===== config.mk =====
export PLATFORM = sky130hd
export DESIGN_NAME = aux_sync_output_selector
export DESIGN_NICKNAME = d
export VERILOG_FILES = /design/src/design/aux_sync_pkg.sv /design/src/design/half_period_div.sv /design/src/design/aux_sync_output_selector.sv
export SDC_FILE = /design/constraint.sdc
export NUM_CORES = 1
export LEC_CHECK = 0
export BUFFER_PORTS_ARGS = -buffer_cell sky130_fd_sc_hd__buf_4
export CAP_MARGIN = 5
export CORE_MARGIN = 2
export CORE_UTILIZATION = 35
export CTS_CLUSTER_SIZE = 24
export DETAILED_ROUTE_END_ITERATION = 10
export SETUP_SLACK_MARGIN = 0.3
export SLEW_MARGIN = 20
export SYNTH_ARGS = -nofsm -noshare
export SYNTH_HDL_FRONTEND = slang
export SYNTH_SLANG_ARGS = --single-unit

===== constraint.sdc =====
create_clock -name mclk_i -period 7.7 [get_ports mclk_i]
set_input_delay 1.925 -clock mclk_i [delete_from_list [all_inputs] [get_ports mclk_i]]
set_output_delay 1.925 -clock mclk_i [all_outputs]
set_load 0.02 [all_outputs]

===== src/design/aux_sync_pkg.sv =====
// Offsets, field positions, reset values and state codes for the auxiliary sync outputs.
// Assumes a 32-bit plain register port and one pattern bit per clock cycle.
package aux_sync_pkg;

    // Register offsets (byte addresses)
    localparam logic [7:0] CTRL_OFS      = 8'h00;
    localparam logic [7:0] DIV_OFS       = 8'h04;
    localparam logic [7:0] PAT_LEN_OFS   = 8'h08;
    localparam logic [7:0] SYNC_POS_OFS  = 8'h0C;
    localparam logic [7:0] MIXED_SEL_OFS = 8'h10;
    localparam logic [7:0] BST_DLY_OFS   = 8'h14;
    localparam logic [7:0] BST_WID_OFS   = 8'h18;
    localparam logic [7:0] STATUS_OFS    = 8'h1C;

    // Control field positions
    localparam int MODE_LSB    = 0;
    localparam int MERGE_BIT   = 2;
    localparam int GATE_EN_BIT = 3;

    // Auxiliary output selection codes
    localparam logic [1:0] SEL_OFF   = 2'h0;
    localparam logic [1:0] SEL_DIV   = 2'h1;
    localparam logic [1:0] SEL_SYNC  = 2'h2;
    localparam logic [1:0] SEL_BURST = 2'h3;

    // Divider limits and reset value
    localparam logic [9:0] DIV_MIN = 10'h004;
    localparam logic [9:0] DIV_MAX = 10'h200;
    localparam logic [9:0] DIV_RST = 10'h004;

    // Sync period alignment, single channel and merged channels
    localparam logic [36:0] MIN_LEN_1 = 37'h00_0000_0200;
    localparam logic [36:0] MIN_LEN_2 = 37'h00_0000_0400;
    localparam logic [36:0] ALIGN_1   = 37'h00_0000_007F;
    localparam logic [36:0] ALIGN_2   = 37'h00_0000_00FF;

    // Position and burst step shifts (8 bits or 16 bits)
    localparam int STEP_SH_1 = 3;
    localparam int STEP_SH_2 = 4;

    // Reset values
    localparam logic [31:0] PAT_LEN_RST = 32'h0000_0200;
    localparam logic [31:0] ZERO_RST    = 32'h0000_0000;

    // Burst marker states
    typedef enum logic [2:0] {
        B_IDLE  = 3'b001,
        B_DELAY = 3'b010,
        B_HIGH  = 3'b100
    } burst_state_t;

endpackage : aux_sync_pkg


===== src/design/half_period_div.sv =====
// Divided clock generator: toggles every N/2 input cycles.
// Assumes N is even and at least 4; restart pins the phase to a known point.
`timescale 1ns/100ps
module half_period_div #(
    parameter int NW = 10
) (
    // Clock and reset
    input  wire logic          mclk_i,
    input  wire logic          rst_i,
    // Control
    input  wire logic [NW-1:0] ratio_i,
    input  wire logic          restart_i,
    // Divided clock
    output logic               div_o
);

    // Below three bits the half count cannot hold the smallest ratio
    if (NW < 3) begin : g_nw_check
        $error("half_period_div: NW too small");
    end

    typedef struct packed {
        logic [NW-1:0] cnt;
        logic          lvl;
    } div_state_t;

    div_state_t cur_ff;
    div_state_t nxt_cur;
    logic [NW-1:0] half_m1;

    assign half_m1 = (ratio_i >> 1) - {{(NW-1){1'b0}}, 1'b1};

    always_comb begin
        nxt_cur = cur_ff;
        if (restart_i) begin
            // Phase locked to pattern start
            nxt_cur.cnt = half_m1;
            nxt_cur.lvl = 1'b1;
        end else if (cur_ff.cnt == '0) begin
            // 50 percent duty cycle
            nxt_cur.cnt = half_m1;
            nxt_cur.lvl = ~cur_ff.lvl;
        end else begin
            nxt_cur.cnt = cur_ff.cnt - {{(NW-1){1'b0}}, 1'b1};
        end
    end

    always_ff @(posedge mclk_i) begin
        if (rst_i) begin
            cur_ff <= '0;
        end else begin
            cur_ff <= nxt_cur;
        end
    end

    assign div_o = cur_ff.lvl;

endmodule : half_period_div


===== src/design/aux_sync_output_selector.sv =====
// Auxiliary timing outputs of a serial pattern generator: divided clock, pattern sync,
// burst marker or nothing on the aux pin, plus a switchable gate marker.
// Assumes one pattern bit per mclk_i cycle and pattern-engine strobes on the same clock.
//
// Contract
// RULE1: In divided-clock mode the aux output carries a clock that stays locked to the pattern.
// RULE2: The divide ratio N is programmable from 4 to 512 in steps of 2.
// RULE3: In pattern-sync mode exactly one pulse per pattern period appears on the aux output.
// RULE4: Single channel, the sync position runs from 1 up in 8-bit steps within lcm(len,128).
// RULE5: Merged channels, the sync position runs from 1 up in 16-bit steps within lcm(len,256).
// RULE6: A short pattern is extended to its least multiple of at least 512 (1024 merged) bits.
// RULE7: For the block-structured mixed pattern the pulse sits at a chosen block and row.
// RULE8: In burst sequence with burst marker selected the aux output mirrors the burst trigger.
// RULE9: The burst marker has a programmable delay and high width, both in bits.
// RULE10: Delay and width step by 8 bits on one channel and by 16 bits when merged.
// RULE11: With the aux selection off the aux pin is not driven.
// RULE12: The gate marker carries the sequence sync when enabled and nothing when disabled.
// RULE13: The divided clock toggles every N/2 bits with its phase fixed to pattern start.
//
// The register addresses and strobed register access are this design's own decisions.
`timescale 1ns/100ps
module aux_sync_output_selector (
    // Clock and reset
    input  wire logic        mclk_i,
    input  wire logic        rst_i,
    // Register port
    input  wire logic [7:0]  addr_i,
    input  wire logic [31:0] wr_data_i,
    input  wire logic        wr_i,
    input  wire logic        rd_i,
    output logic      [31:0] rd_data_o,
    // Pattern engine strobes
    input  wire logic        pat_start_i,
    input  wire logic        mixed_pat_i,
    input  wire logic        row_start_i,
    input  wire logic [15:0] block_idx_i,
    input  wire logic [15:0] row_idx_i,
    // Burst sequencer strobes
    input  wire logic        burst_mode_i,
    input  wire logic        burst_start_i,
    input  wire logic        seq_sync_i,
    // Marker pins
    output logic             aux_o,
    output logic             aux_oe_o,
    output logic             gate_o,
    output logic             gate_oe_o
);
    import aux_sync_pkg::*;

    ////////////////////////////////////////////////////////////////////////////////////
    // State

    typedef struct packed {
        logic [1:0]   sel;
        logic         merge;
        logic         gate_en;
        logic [9:0]   ratio;
        logic [31:0]  pat_len;
        logic [31:0]  pos_step;
        logic [15:0]  sel_block;
        logic [15:0]  sel_row;
        logic [31:0]  dly_step;
        logic [31:0]  wid_step;
        logic [31:0]  bit_cnt;
        logic [36:0]  pos_cnt;
        // Bits since the stretched pattern last closed
        logic [36:0]  ext_cnt;
        burst_state_t bst;
        logic [36:0]  bst_cnt;
        logic         sync_hit;
        logic         aux;
        logic         aux_oe;
        logic         gate;
        logic         gate_oe;
        logic [31:0]  rdata;
    } sel_state_t;

    sel_state_t cur_ff;
    sel_state_t nxt_cur;

    logic        div_clk;
    logic        div_restart;
    logic [9:0]  wr_ratio;
    logic [36:0] pos_bits;
    logic [36:0] dly_bits;
    logic [36:0] wid_bits;
    logic [36:0] pos_inc;
    logic [36:0] min_len;
    logic [36:0] align;
    logic        pat_end;
    logic        period_end;
    logic        sync_lin;
    logic        sync_mix;
    logic [36:0] ext_inc;
    logic        ext_end;
    logic [31:0] ctrl_word;
    logic [31:0] status_word;

    ////////////////////////////////////////////////////////////////////////////////////
    // Divided clock

    // Restart on pattern start, and hold in restart while the aux selection is not the divided clock, so the edge pattern repeats with the data
    assign div_restart = pat_start_i | (cur_ff.sel != SEL_DIV);  // [RULE13]

    half_period_div #(
        .NW (10)
    ) u_div (
        .mclk_i    (mclk_i),
        .rst_i     (rst_i),
        .ratio_i   (cur_ff.ratio),
        .restart_i (div_restart),
        .div_o     (div_clk)
    );

    // Clamp to 4..512 and force even ratio
    always_comb begin
        wr_ratio = {wr_data_i[9:1], 1'b0};  // [RULE2]
        if (wr_data_i[31:10] != '0 || wr_ratio > DIV_MAX) begin
            wr_ratio = DIV_MAX;  // [RULE2]
        end else if (wr_ratio < DIV_MIN) begin
            wr_ratio = DIV_MIN;  // [RULE2]
        end
    end

    ////////////////////////////////////////////////////////////////////////////////////
    // Step scaling

    always_comb begin
        if (cur_ff.merge) begin
            pos_bits = {1'b0, cur_ff.pos_step, 4'h0};  // [RULE5]
            dly_bits = {1'b0, cur_ff.dly_step, 4'h0};  // [RULE10]
            wid_bits = {1'b0, cur_ff.wid_step, 4'h0};  // [RULE10]
            min_len  = MIN_LEN_2;  // [RULE6]
            align    = ALIGN_2;  // [RULE5]
        end else begin
            pos_bits = {2'h0, cur_ff.pos_step, 3'h0};  // [RULE4]
            dly_bits = {2'h0, cur_ff.dly_step, 3'h0};  // [RULE10]
            wid_bits = {2'h0, cur_ff.wid_step, 3'h0};  // [RULE10]
            min_len  = MIN_LEN_1;  // [RULE6]
            align    = ALIGN_1;  // [RULE4]
        end
    end

    ////////////////////////////////////////////////////////////////////////////////////
    // Sync period tracking

    // A short pattern is stretched to whole repeats reaching the minimum length first
    assign pat_end    = (cur_ff.bit_cnt == cur_ff.pat_len - 32'h0000_0001);
    assign ext_inc    = cur_ff.ext_cnt + 37'h00_0000_0001;
    assign ext_end    = pat_end && (ext_inc >= min_len);  // [RULE6]

    // Sync period is the least multiple of the stretched length that is a multiple of 128 bits (256 merged)
    assign pos_inc    = cur_ff.pos_cnt + 37'h00_0000_0001;
    assign period_end = ext_end && ((pos_inc & align) == '0);  // [RULE4] [RULE5]

    // Position 1 is the first bit of the sync period
    assign sync_lin = (cur_ff.pos_cnt == pos_bits) && !mixed_pat_i;  // [RULE3]
    assign sync_mix = mixed_pat_i && row_start_i && (block_idx_i == cur_ff.sel_block)
                      && (row_idx_i == cur_ff.sel_row);  // [RULE7]

    ////////////////////////////////////////////////////////////////////////////////////
    // Read-back words

    // Built from the write positions so read-back and write stay in step
    always_comb begin
        ctrl_word                = 32'h0000_0000;
        ctrl_word[MODE_LSB +: 2] = cur_ff.sel;
        ctrl_word[MERGE_BIT]     = cur_ff.merge;
        ctrl_word[GATE_EN_BIT]   = cur_ff.gate_en;
    end

    always_comb begin
        status_word[31:7] = 25'h000_0000;
        status_word[6:4]  = cur_ff.bst;
        status_word[3]    = cur_ff.gate;
        status_word[2]    = cur_ff.aux_oe;
        status_word[1]    = cur_ff.aux;
        status_word[0]    = cur_ff.sync_hit;
    end

    ////////////////////////////////////////////////////////////////////////////////////
    // Next state

    always_comb begin
        nxt_cur = cur_ff;

        // Register writes
        if (wr_i) begin
            case (addr_i)
                CTRL_OFS: begin
                    nxt_cur.sel     = wr_data_i[MODE_LSB +: 2];
                    nxt_cur.merge   = wr_data_i[MERGE_BIT];
                    nxt_cur.gate_en = wr_data_i[GATE_EN_BIT];
                end
                DIV_OFS: begin
                    nxt_cur.ratio = wr_ratio;  // [RULE2]
                end
                PAT_LEN_OFS: begin
                    // Zero length would never close a period
                    nxt_cur.pat_len = (wr_data_i == '0) ? 32'h0000_0001 : wr_data_i;
                end
                SYNC_POS_OFS: begin
                    nxt_cur.pos_step = wr_data_i;  // [RULE4]
                end
                MIXED_SEL_OFS: begin
                    nxt_cur.sel_block = wr_data_i[31:16];  // [RULE7]
                    nxt_cur.sel_row   = wr_data_i[15:0];  // [RULE7]
                end
                BST_DLY_OFS: begin
                    nxt_cur.dly_step = wr_data_i;  // [RULE9]
                end
                BST_WID_OFS: begin
                    nxt_cur.wid_step = wr_data_i;  // [RULE9]
                end
                default: begin
                end
            endcase
        end

        // Register reads, data valid the following cycle
        nxt_cur.rdata = '0;
        if (rd_i) begin
            case (addr_i)
                CTRL_OFS:      nxt_cur.rdata = ctrl_word;
                DIV_OFS:       nxt_cur.rdata = {22'h00_0000, cur_ff.ratio};
                PAT_LEN_OFS:   nxt_cur.rdata = cur_ff.pat_len;
                SYNC_POS_OFS:  nxt_cur.rdata = cur_ff.pos_step;
                MIXED_SEL_OFS: nxt_cur.rdata = {cur_ff.sel_block, cur_ff.sel_row};
                BST_DLY_OFS:   nxt_cur.rdata = cur_ff.dly_step;
                BST_WID_OFS:   nxt_cur.rdata = cur_ff.wid_step;
                STATUS_OFS:    nxt_cur.rdata = status_word;
                default:       nxt_cur.rdata = '0;
            endcase
        end

        // Pattern position counters
        // A pattern start realigns all three to the first bit
        if (pat_start_i) begin
            nxt_cur.bit_cnt = '0;
            nxt_cur.pos_cnt = '0;
            nxt_cur.ext_cnt = '0;
        end else if (pat_end) begin
            nxt_cur.bit_cnt = '0;
            nxt_cur.pos_cnt = period_end ? '0 : pos_inc;  // [RULE6]
            nxt_cur.ext_cnt = ext_end ? '0 : ext_inc;  // [RULE6]
        end else begin
            nxt_cur.bit_cnt = cur_ff.bit_cnt + 32'h0000_0001;
            nxt_cur.pos_cnt = pos_inc;
            nxt_cur.ext_cnt = ext_inc;
        end

        // One pulse per sync period
        nxt_cur.sync_hit = sync_lin | sync_mix;  // [RULE3]

        // Burst marker: delay from burst start, then high for the width
        case (cur_ff.bst)
            B_IDLE: begin
                // Starts during delay or high are dropped so markers never overlap
                if (burst_start_i) begin
                    if (dly_bits != '0) begin
                        nxt_cur.bst     = B_DELAY;  // [RULE9]
                        nxt_cur.bst_cnt = dly_bits - 37'h00_0000_0001;
                    end else if (wid_bits != '0) begin
                        nxt_cur.bst     = B_HIGH;  // [RULE9]
                        nxt_cur.bst_cnt = wid_bits - 37'h00_0000_0001;
                    end
                end
            end
            B_DELAY: begin
                if (cur_ff.bst_cnt != '0) begin
                    nxt_cur.bst_cnt = cur_ff.bst_cnt - 37'h00_0000_0001;
                end else if (wid_bits != '0) begin
                    nxt_cur.bst     = B_HIGH;  // [RULE9]
                    nxt_cur.bst_cnt = wid_bits - 37'h00_0000_0001;
                end else begin
                    nxt_cur.bst = B_IDLE;
                end
            end
            B_HIGH: begin
                if (cur_ff.bst_cnt != '0) begin
                    nxt_cur.bst_cnt = cur_ff.bst_cnt - 37'h00_0000_0001;
                end else begin
                    nxt_cur.bst = B_IDLE;  // [RULE9]
                end
            end
            default: begin
                nxt_cur.bst     = B_IDLE;
                nxt_cur.bst_cnt = '0;
            end
        endcase

        // Aux pin selection
        case (cur_ff.sel)
            SEL_DIV: begin
                nxt_cur.aux    = div_clk;  // [RULE1]
                nxt_cur.aux_oe = 1'b1;
            end
            SEL_SYNC: begin
                nxt_cur.aux    = cur_ff.sync_hit;  // [RULE3]
                nxt_cur.aux_oe = 1'b1;
            end
            SEL_BURST: begin
                // Held low outside burst sequence
                nxt_cur.aux    = burst_mode_i && (cur_ff.bst == B_HIGH);  // [RULE8]
                nxt_cur.aux_oe = 1'b1;
            end
            default: begin
                nxt_cur.aux    = 1'b0;  // [RULE11]
                nxt_cur.aux_oe = 1'b0;  // [RULE11]
            end
        endcase

        // Gate marker
        // Enable and level register together so the pin never shows a stale level
        nxt_cur.gate    = cur_ff.gate_en & seq_sync_i;  // [RULE12]
        nxt_cur.gate_oe = cur_ff.gate_en;  // [RULE12]
    end

    ////////////////////////////////////////////////////////////////////////////////////
    // Registers

    always_ff @(posedge mclk_i) begin
        if (rst_i) begin
            cur_ff           <= '0;
            cur_ff.ratio     <= DIV_RST;
            cur_ff.pat_len   <= PAT_LEN_RST;
            cur_ff.pos_step  <= ZERO_RST;
            cur_ff.dly_step  <= ZERO_RST;
            cur_ff.wid_step  <= ZERO_RST;
            cur_ff.bst       <= B_IDLE;
            cur_ff.sel       <= SEL_OFF;
        end else begin
            cur_ff <= nxt_cur;
        end
    end

    ////////////////////////////////////////////////////////////////////////////////////
    // Outputs

    assign rd_data_o = cur_ff.rdata;
    assign aux_o     = cur_ff.aux;
    assign aux_oe_o  = cur_ff.aux_oe;
    assign gate_o    = cur_ff.gate;
    assign gate_oe_o = cur_ff.gate_oe;

endmodule : aux_sync_output_selector


After elaboration in Yosys (flattened, before gate mapping). Index checks and enable logic that the tools add are counted.

Flip-flop bits (word level): 368. Bits of input ports: 82. Output and inout port bits: 36. Logic and storage cells: 121.

Add/subtract/negate cells: 9. Order comparisons: 3. Equal/unequal tests: 24. Multiplexer cells: 26. Bitwise gates (word level): 6. Reduce and logical (&&, ||, !) cells: 30.

Operator list (number): one-hot mux 32 bit (8 select lines) (1); two-way mux 37 bit (5); two-way mux 40 bit (3); one-hot mux 40 bit (3 select lines) (1); nonzero test 37 bit (3); subtractor 37 x 1 -> 37 bit, second input constant (3); two-way mux 36 bit (3); adder 37 x 1 -> 37 bit, second input constant (2); two-way mux 74 bit (1); bitwise AND 37 bit (1); == test 37 bit (1); greater-or-equal comparator 37 bit (1); logical NOT 37 bit (1); adder 32 x 1 -> 32 bit, second input constant (1); == test 16 bit (2); == test 32 bit (1); == test 8 x 5 -> 1 bit, second input constant (4); logical NOT 32 bit (1); two-way mux 32 bit (1); subtractor 32 x 1 -> 32 bit, second input constant (1); two-way mux 10 bit (3); two-way mux 11 bit (2); nonzero test 22 bit (1); == test 8 x 4 -> 1 bit, second input constant (2); other kinds (30) (53).

Depth between registers and ports, before layout. Gate-level depths: netlist (run 1).

Word-level depth: 6. Gate-level depth with buffers: 19. Depth with buffers taken out: 12.

Cells and area by module. A second synthesis (run 1) with hierarchy kept.

Cells, all modules: 2950. Area total of the unflattened synthesis: 22292.6 sq um.

By module, submodules not included: aux_sync_output_selector (instances 1, cells each 2864, area each 21571.9 sq um, seq. area each 7126.8 sq um); half_period_div (instances 1, cells each 86, area each 720.7 sq um, seq. area each 220.2 sq um).

Least setup slack after synthesis (run 1). No wires, ideal clock.

Path type: register to register. Start point: register cur_ff, in the netlist ctrl_word[2]. End point: register cur_ff[51] in the netlist's numbering. Setup time: 131 ps. Arrival time: 5328 ps. Data required time: 7569 ps. Setup slack: 2241 ps. Stages on the path, launching flop included: 20. Path through: dfxtp_1 clkbuf_1 clkbuf_1 buf_1 buf_1 clkbuf_1 clkbuf_1 buf_1 mux2i_1 ha_1 nand2b_1 a2111o_1 clkbuf_1 nor4b_1 nand3_1 a211oi_1 nor2_1 inv_1 buf_2 o32ai_1.

Word-level cells in the longest chain between the ends: 6.

Ends and longest elaborated chain: from (decl) (line aux_sync_output_selector.sv:78) `sel_state_t cur_ff;`; from (signal assigned) (line aux_sync_output_selector.sv:333) `cur_ff <= nxt_cur;`; two-way mux 36 bit (line aux_sync_output_selector.sv:129) `if (cur_ff.merge) begin`; subtractor 37 x 1 -> 37 bit (line aux_sync_output_selector.sv:265, aux_sync_output_selector.sv:274); two-way mux 40 bit (line aux_sync_output_selector.sv:263) `end else if (wid_bits != '0) begin`; two-way mux 40 bit (line aux_sync_output_selector.sv:260) `if (dly_bits != '0) begin`; two-way mux 40 bit (line aux_sync_output_selector.sv:259) `if (burst_start_i) begin`; one-hot mux 40 bit (3 select lines) (line aux_sync_output_selector.sv:256) `case (cur_ff.bst)`.

Several ways; a longest one is shown, not always the timed one. The select of a mux whose other input is x is not followed. A chain may end at the register's enable or synchronous reset.

Worst setup path after layout (run 1).
Start point: register cur_ff, in the netlist ctrl_word[2]. End point: register cur_ff[68] in the netlist's numbering.

Same word-level chain as after synthesis.

==> metrics.md, run 1 <==
| Metric | Value |
|---|---|
| Post-Syn Area | `21660 sq um` |
| Distinct cells, synth | `75` |
| Port Buffer Count | `117` |
| Post-layout util | `39.18%` |
| Initial Utilization | `35.23%` |
| Setup Buffers After CTS | `0` |
| Antenna diode count | `0` |
| Drt via density | `5.721` |
| Core Footprint | `61480 sq um` |
| Synth top area share | `33.92%` |
| Total GRT Usage | `22.63%` |
| Largest net degree at the start of global routing | `91` |
| Crit path cell chain | `buf_4 -> mux2_2 -> or4_1 -> nor4_2 -> nand3_1 -> and2_1 -> or3_1 -> o221ai_1 -> a22o_1` |
| EDFF count, synth | `0` |
| PD cells | `182.4 nW/um^2` |
| Total wire length | `73730 um` |
| Ys flop type | `dfxtp_1` |
| Leak | `8.396 nW` |
| Final Setup Violations | `0` |
| Worst vdd ir | `0.0001453 V` |
| Slew Limit Headroom | `18.76%` |
| CTS tree | `yes` |
| Skew final | `0.05311 ns` |
| Worst skew pair latency | `0.60 ns` |
| Layout fillers | `6396` |
| Sequential share of the synthesized area | `33.92%` |
| GPL Wtd Cong | `0.9400` |
| Final-report hold violation count | `0` |
| Unrepaired setup endpoints after global routing | `false` |
| Fin crit share | `59.65%` |
| Initial antenna violation count | `0` |
| Global route overflow | `0` |
| Reg area | `7351 sq um` |
| Max-slew violation count | `0` |
| Slowest CP cell | `nor4_2` |
| Post-CTS Resized | `0` |
| Die extent in x | `252.8 um` |
| Synth area leaders | `dfxtp_1, nand2_1, a21oi_1, xor2_1, xnor2_1` |
| Die H | `252.8 um` |
| Vias post-DR | `20640` |
| Gate Count Post-Synth | `2845` |
| Largest area contributor in the netlist | `dfxtp_1` |
| Clock buffer depth | `3` |
| H-tree depth | `2` |
| Crit start category | `register` |
| Max FO, Critical Path | `69` |
| Layout area overhead | `11.22%` |
| Yosys warning count | `0` |
| Hold WC Path Type | `reg -> reg` |
| Crit-path max cell delay | `0.76 ns` |
| Syn_area_per_cell | `7.613 sq um` |
| Hold Buf Count CTS | `0` |
| Ports | `118` |
| Syn nets | `2941` |
| Synth Register Bits | `367` |
| Max Fclk | `217.7 MHz` |
| First-pass GRT wire length | `114400 um` |
| Drt wl/cell | `20.44 um` |
| Site row count | `91` |
| Number of max-cap violations | `0` |
| Dpl hpwl | `52980 um` |
| Routed Antenna Nets | `0` |
| CTS root buffer | `clkbuf_16` |
| TritonRoute pass-1 iters | `6` |
| Arrival @ worst endpoint | `5.10 ns` |
| Residual DRC | `0` |
| Crit path time final | `4.593 ns` |
| Multi-input combinational cell area | `13020 sq um` |
| Crit end category | `register` |
| Share of layout cells above drive strength 1 | `9.443%` |
| Status | `completed` |
| Least-Margin Pin Slew | `1.207 ns` |
| Clk pin slew, worst setup/hold paths | `0.06 ns` |
| Initial drt markers | `2152` |
| Cts bufs inserted | `44` |
| Worst EP required | `8.20 ns` |
| Setup CP Type | `reg -> reg` |
| Async SR Flop Fraction | `0%` |
| Final net count | `2884` |
| DIE AREA | `63890 sq um` |
| Sum Neg Setup Slack | `0 ns` |
| TritonCTS Sinks | `367` |
| Vias in the first global route | `19160` |
-- path summary, 6_finish.rpt --
path / start / to / slack, ns / cells past startpoint
max reg2reg: ctrl_word[2] / cur_ff[68] / 3.11 / 9
max: ctrl_word[2] / cur_ff[68] / 3.11 / 9
min reg2reg: cur_ff[63] / cur_ff[63] / 0.47 / 2
min: cur_ff[63] / cur_ff[63] / 0.47 / 2
-- placed cells by master (no fill, tap or decap), types with 23 or more instances in the layout --
cell       count
or3_1         33
dfxtp_1      366
a31oi_1       40
nor3_1        91
nor4_1        54
a21oi_1      303
nand2_1      475
o21ai_0       56
nand2b_1      27
xor2_1       147
mux2i_1       50
clkbuf_16     44
nand4_1       39
nor2b_1       32
nand3_1       71
a211oi_1      33
o22ai_1       30
xnor2_1      124
inv_1         53
and3_1        23
or4_1         28
nor2_1       158
buf_4        150
a22oi_1       73
-- report_power, final --
part / switching, mW / leakage [nW] / internal, mW
combinational: 0.262 / 4.75 / 0.152
clock: 0.861 / 0.690 / 1.18
sequential: 0.0257 / 2.96 / 1.92
total: 1.15 / 8.40 / 3.24
-- flip-flops by register name (all words and copies together), names as in the netlist --
name and cells:
aux_o 1, u_div.div_o 1, gate_o 1, gate_oe_o 1
cur_ff 316, u_div.cur_ff 10, rd_data_o 32, aux_oe_o 1
ctrl_word 4
-- cell type report --
cell class / count / area share (%)
inverters: 54 / 0.8415
multi-input cells: 2170 / 54.04
clock buffers: 63 / 5.241
repair buffers: 151 / 4.722
well taps: 790 / 4.103
clock inverters: 12 / 0.5350
flip-flops and latches: 367 / 30.52
-- layer usage --
layer  vias up  GRT usage, %  routed length, um
li1       9978             -                  -
met1      9747         31.51              32630
met2       788         36.17              33490
met3       122         2.760               5387
met4         0         7.456               2223
met5         -             0                  0
-- critical path, delay by kind of cell, from the launching register on --
family	cells	cell delay [ns]
AOI/OAI and AO/OA	2	0.26
buffers and inverters	1	0.63
DFF	1	0.52
muxes	1	0.41
and+or+nand+nor	5	2.61
-- cells by family (layout without fill, tap and decap cells) --
family                     count (synthesis)  after routing  synth area share (%)
DFF                                      367            367                 33.92
and+or+nand+nor                         1127           1127                 25.06
AOI/OAI and AO/OA                        695            695                 20.14
xor gates and xnor gates                 271            271                 10.96
muxes                                     63             63                 2.987
buffers and inverters                    308            280                 6.118
adders and majority gates                 14             14                0.8088
-- synthesized netlist by cell type, drive strengths merged, types with 40 or more instances --
library cell / count
o21ai: 68
a22oi: 73
xnor2: 124
mux2i: 50
xor2: 147
nand3: 71
nor3: 92
nor4: 55
dfxtp: 367
inv: 53
a21oi: 304
a31oi: 40
clkbuf: 182
nand2: 475
nor2: 163
buf: 72
-- through the flow --
| stage | area (sq um) | std cells | setup WS, ns | power, mW | hold slack (ns) |
|---|---|---|---|---|---|
| floorplan | 21660 | 2845 | 2.241 | 2.247 | 0.4354 |
| global placement | 22700 | 3532 | 2.719 | 2.392 | 0.4537 |
| detailed placement | 22700 | 3532 | 2.547 | 2.390 | 0.4575 |
| CTS | 24090 | 3607 | 3.152 | 4.427 | 0.4695 |
| global route | 24090 | 3607 | 2.796 | 4.549 | 0.4941 |
| finish | 24090 | 3607 | 3.107 | 4.394 | 0.4688 |
(Power assumes the default switching activity.)
==> inputs of run 2 (changes only) <==
- ABC_AREA: unset -> 1
- clock period: 7.7 -> 4.45 ns (I/O delays scaled with it)
==> metrics.md, run 2 <==
| Metric | Value |
|---|---|
| Clock buffer depth | `3` |
| Max reg flops | `316` |
| Largest register by flop count | `cur_ff` |
| TritonRoute pass-1 iters | `6` |
| Number of max-cap violations | `0` |
| Sequential share of the synthesized area | `31.49%` |
| Initial Utilization | `35.42%` |
| Skew final | `0.02735 ns` |
| Finished Cell Area | `26220 sq um` |
| Synth top area share | `31.49%` |
| Sum Neg Setup Slack | `0 ns` |
| Least-Margin Pin Slew | `1.035 ns` |
| Clk pin slew, worst setup/hold paths | `0.06 ns` |
| Ys flop type | `dfxtp_1` |
| Setup CP Type | `reg -> reg` |
| Largest net degree at the start of global routing | `179` |
| Hold WC Path Type | `reg -> reg` |
| Routed Antenna Nets | `0` |
| Share of layout cells above drive strength 1 | `8.566%` |
| TritonCTS Sinks | `367` |
| Arrival @ worst endpoint | `4.09 ns` |
| Post-layout util | `39.80%` |
| Placed cell count | `4539` |
| Max-slew violation count | `0` |
| Unrepaired setup endpoints after global routing | `false` |
| Setup Buffers After CTS | `0` |
| H-tree depth | `2` |
| Residual DRC | `0` |
| Most common cell after layout, fill and taps aside | `nand2_1` |
| Drt wl/cell | `18.59 um` |
| Synth Register Bits | `367` |
| Crit path time final | `3.612 ns` |
| Critical Path Start | `cur_ff[311]` |
| Die extent in x | `262.2 um` |
| First-pass GRT wire length | `129000 um` |
| Max Fclk | `276.9 MHz` |
| Final-report hold violation count | `0` |
| Largest area contributor in the netlist | `dfxtp_1` |
| Final net count | `3818` |
| Global route overflow | `0` |
| CTS tree | `yes` |
| Yosys warning count | `0` |
| Reg2Reg Launch Point | `cur_ff[311]` |
| GPL Wtd Cong | `0.9774` |
| Crit start category | `register` |
| Async SR Flop Fraction | `0%` |
| PD cells | `371.6 nW/um^2` |
| Status | `completed` |
| DIE AREA | `68740 sq um` |
| DP Area | `24670 sq um` |
| Ports | `118` |
| Syn nets | `3781` |
| Distinct cells, synth | `54` |
| Die H | `262.2 um` |
| Gate Count Post-Synth | `3685` |
| Final setup margin | `0.8384 ns` |
| Top cells by count, synth | `nand2_1, nor2_1, inv_1, dfxtp_1, o21ai_0` |
| Core Footprint | `65860 sq um` |
| Crit end category | `register` |
| Leak | `11.28 nW` |
| Slew Limit Headroom | `30.39%` |
| Commonest cells after routing, fill and taps aside | `nand2_1, nor2_1, inv_1` |
| Post-CTS Resized | `0` |
| Initial antenna violation count | `3` |
| Port Buffer Count | `117` |
| Total GRT Usage | `24.40%` |
| Worst vdd ir | `0.0002575 V` |
| Design Power | `9.742 mW` |
| Syn_area_per_cell | `6.331 sq um` |
| Vias post-DR | `23960` |
| Drt via density | `5.180` |
| Initial drt markers | `2427` |
| Final non-filler cell total | `4626` |
| Hold_sp | `cur_ff[344]` |
| Cts bufs inserted | `45` |
| Dpl hpwl | `66790 um` |
| Worst skew pair latency | `0.60 ns` |
| Hold Slack | `0.4668 ns` |
| CTS root buffer | `clkbuf_16` |
| Worst EP required | `4.93 ns` |
| Final Setup Violations | `0` |
| EDFF count, synth | `0` |
| Hold Buf Count CTS | `0` |
| Synth area leaders | `dfxtp_1, nand2_1, nor2_1, inv_1, o21ai_0` |
| Total wire length | `85990 um` |
| Fin crit share | `81.16%` |
| Vias in the first global route | `21500` |
| Post-Syn Area | `23330 sq um` |
| Pre-CTS WS | `0.6913 ns` |
| Layout area overhead | `12.37%` |
| Max FO, Critical Path | `24` |
| Top-count cell post-synth | `nand2_1` |
| Site row count | `94` |
-- run 2: changes by cell type after synthesis, sizes merged, moves of 56 or more --
cell	change
xnor2	-82
nand3	+82
nand2	+402
a21oi	-56
o21ai	+260
a22oi	-73
inv	+396
nor2	+397
clkbuf	-98
-- run 2: worst max-delay path: stages, from the launching register on --
cell     delay [ns]
dfxtp_1        0.37
inv_1          0.16
ha_1           0.32
inv_1          0.11
nor2_1         0.40
nand2_1        0.14
nor2_1         0.12
nand2_1        0.08
nand3_1        0.20
nand2_1        0.07
inv_1          0.05
nand2_1        0.05
nor2_1         0.13
nand3_1        0.08
nor2_1         0.42
nand3_2        0.55
nand2_1        0.18
inv_1          0.05
-- run 2: kinds of logic after synthesis --
family	after synthesis	synth area share, %
flops	367	31.49
buf+inv	608	11.10
compound gates	720	17.48
fa+ha+maj	14	0.7508
xor+xnor	196	7.358
simple gates	1780	31.82
-- run 2: power breakdown --
part	switching, mW	internal, mW	total, mW
combinational	1.58	0.729	2.31
clock	1.60	2.25	3.85
sequential	0.163	3.42	3.59
total	3.34	6.41	9.74
-- run 2: final cells by class --
cell class	instances	area (sq um)
inverter	452	1704
sequential	367	7351
clock inverter	21	227.7
antenna	3	7.507
tap	864	1081
multi-input combinational	2710	13410
timing repair buffer	146	1121
clock buffer	63	1315
fill	7170	39650
-- run 2: final timing paths --
kind                           to  slack [ns]  cells past startpoint
hold reg to reg   u_div.cur_ff[1]        0.47                      1
setup reg to reg      cur_ff[136]        0.84                     17
setup / recovery      cur_ff[136]        0.84                     17
hold / removal    u_div.cur_ff[1]        0.47                      1
-- run 2: layer usage --
metal  GRT usage (%)  share of wire (%)
met1           34.74                 45
met2           38.53                 44
met3           3.424                8.3
met5               0              0.024
met4           6.356                2.4
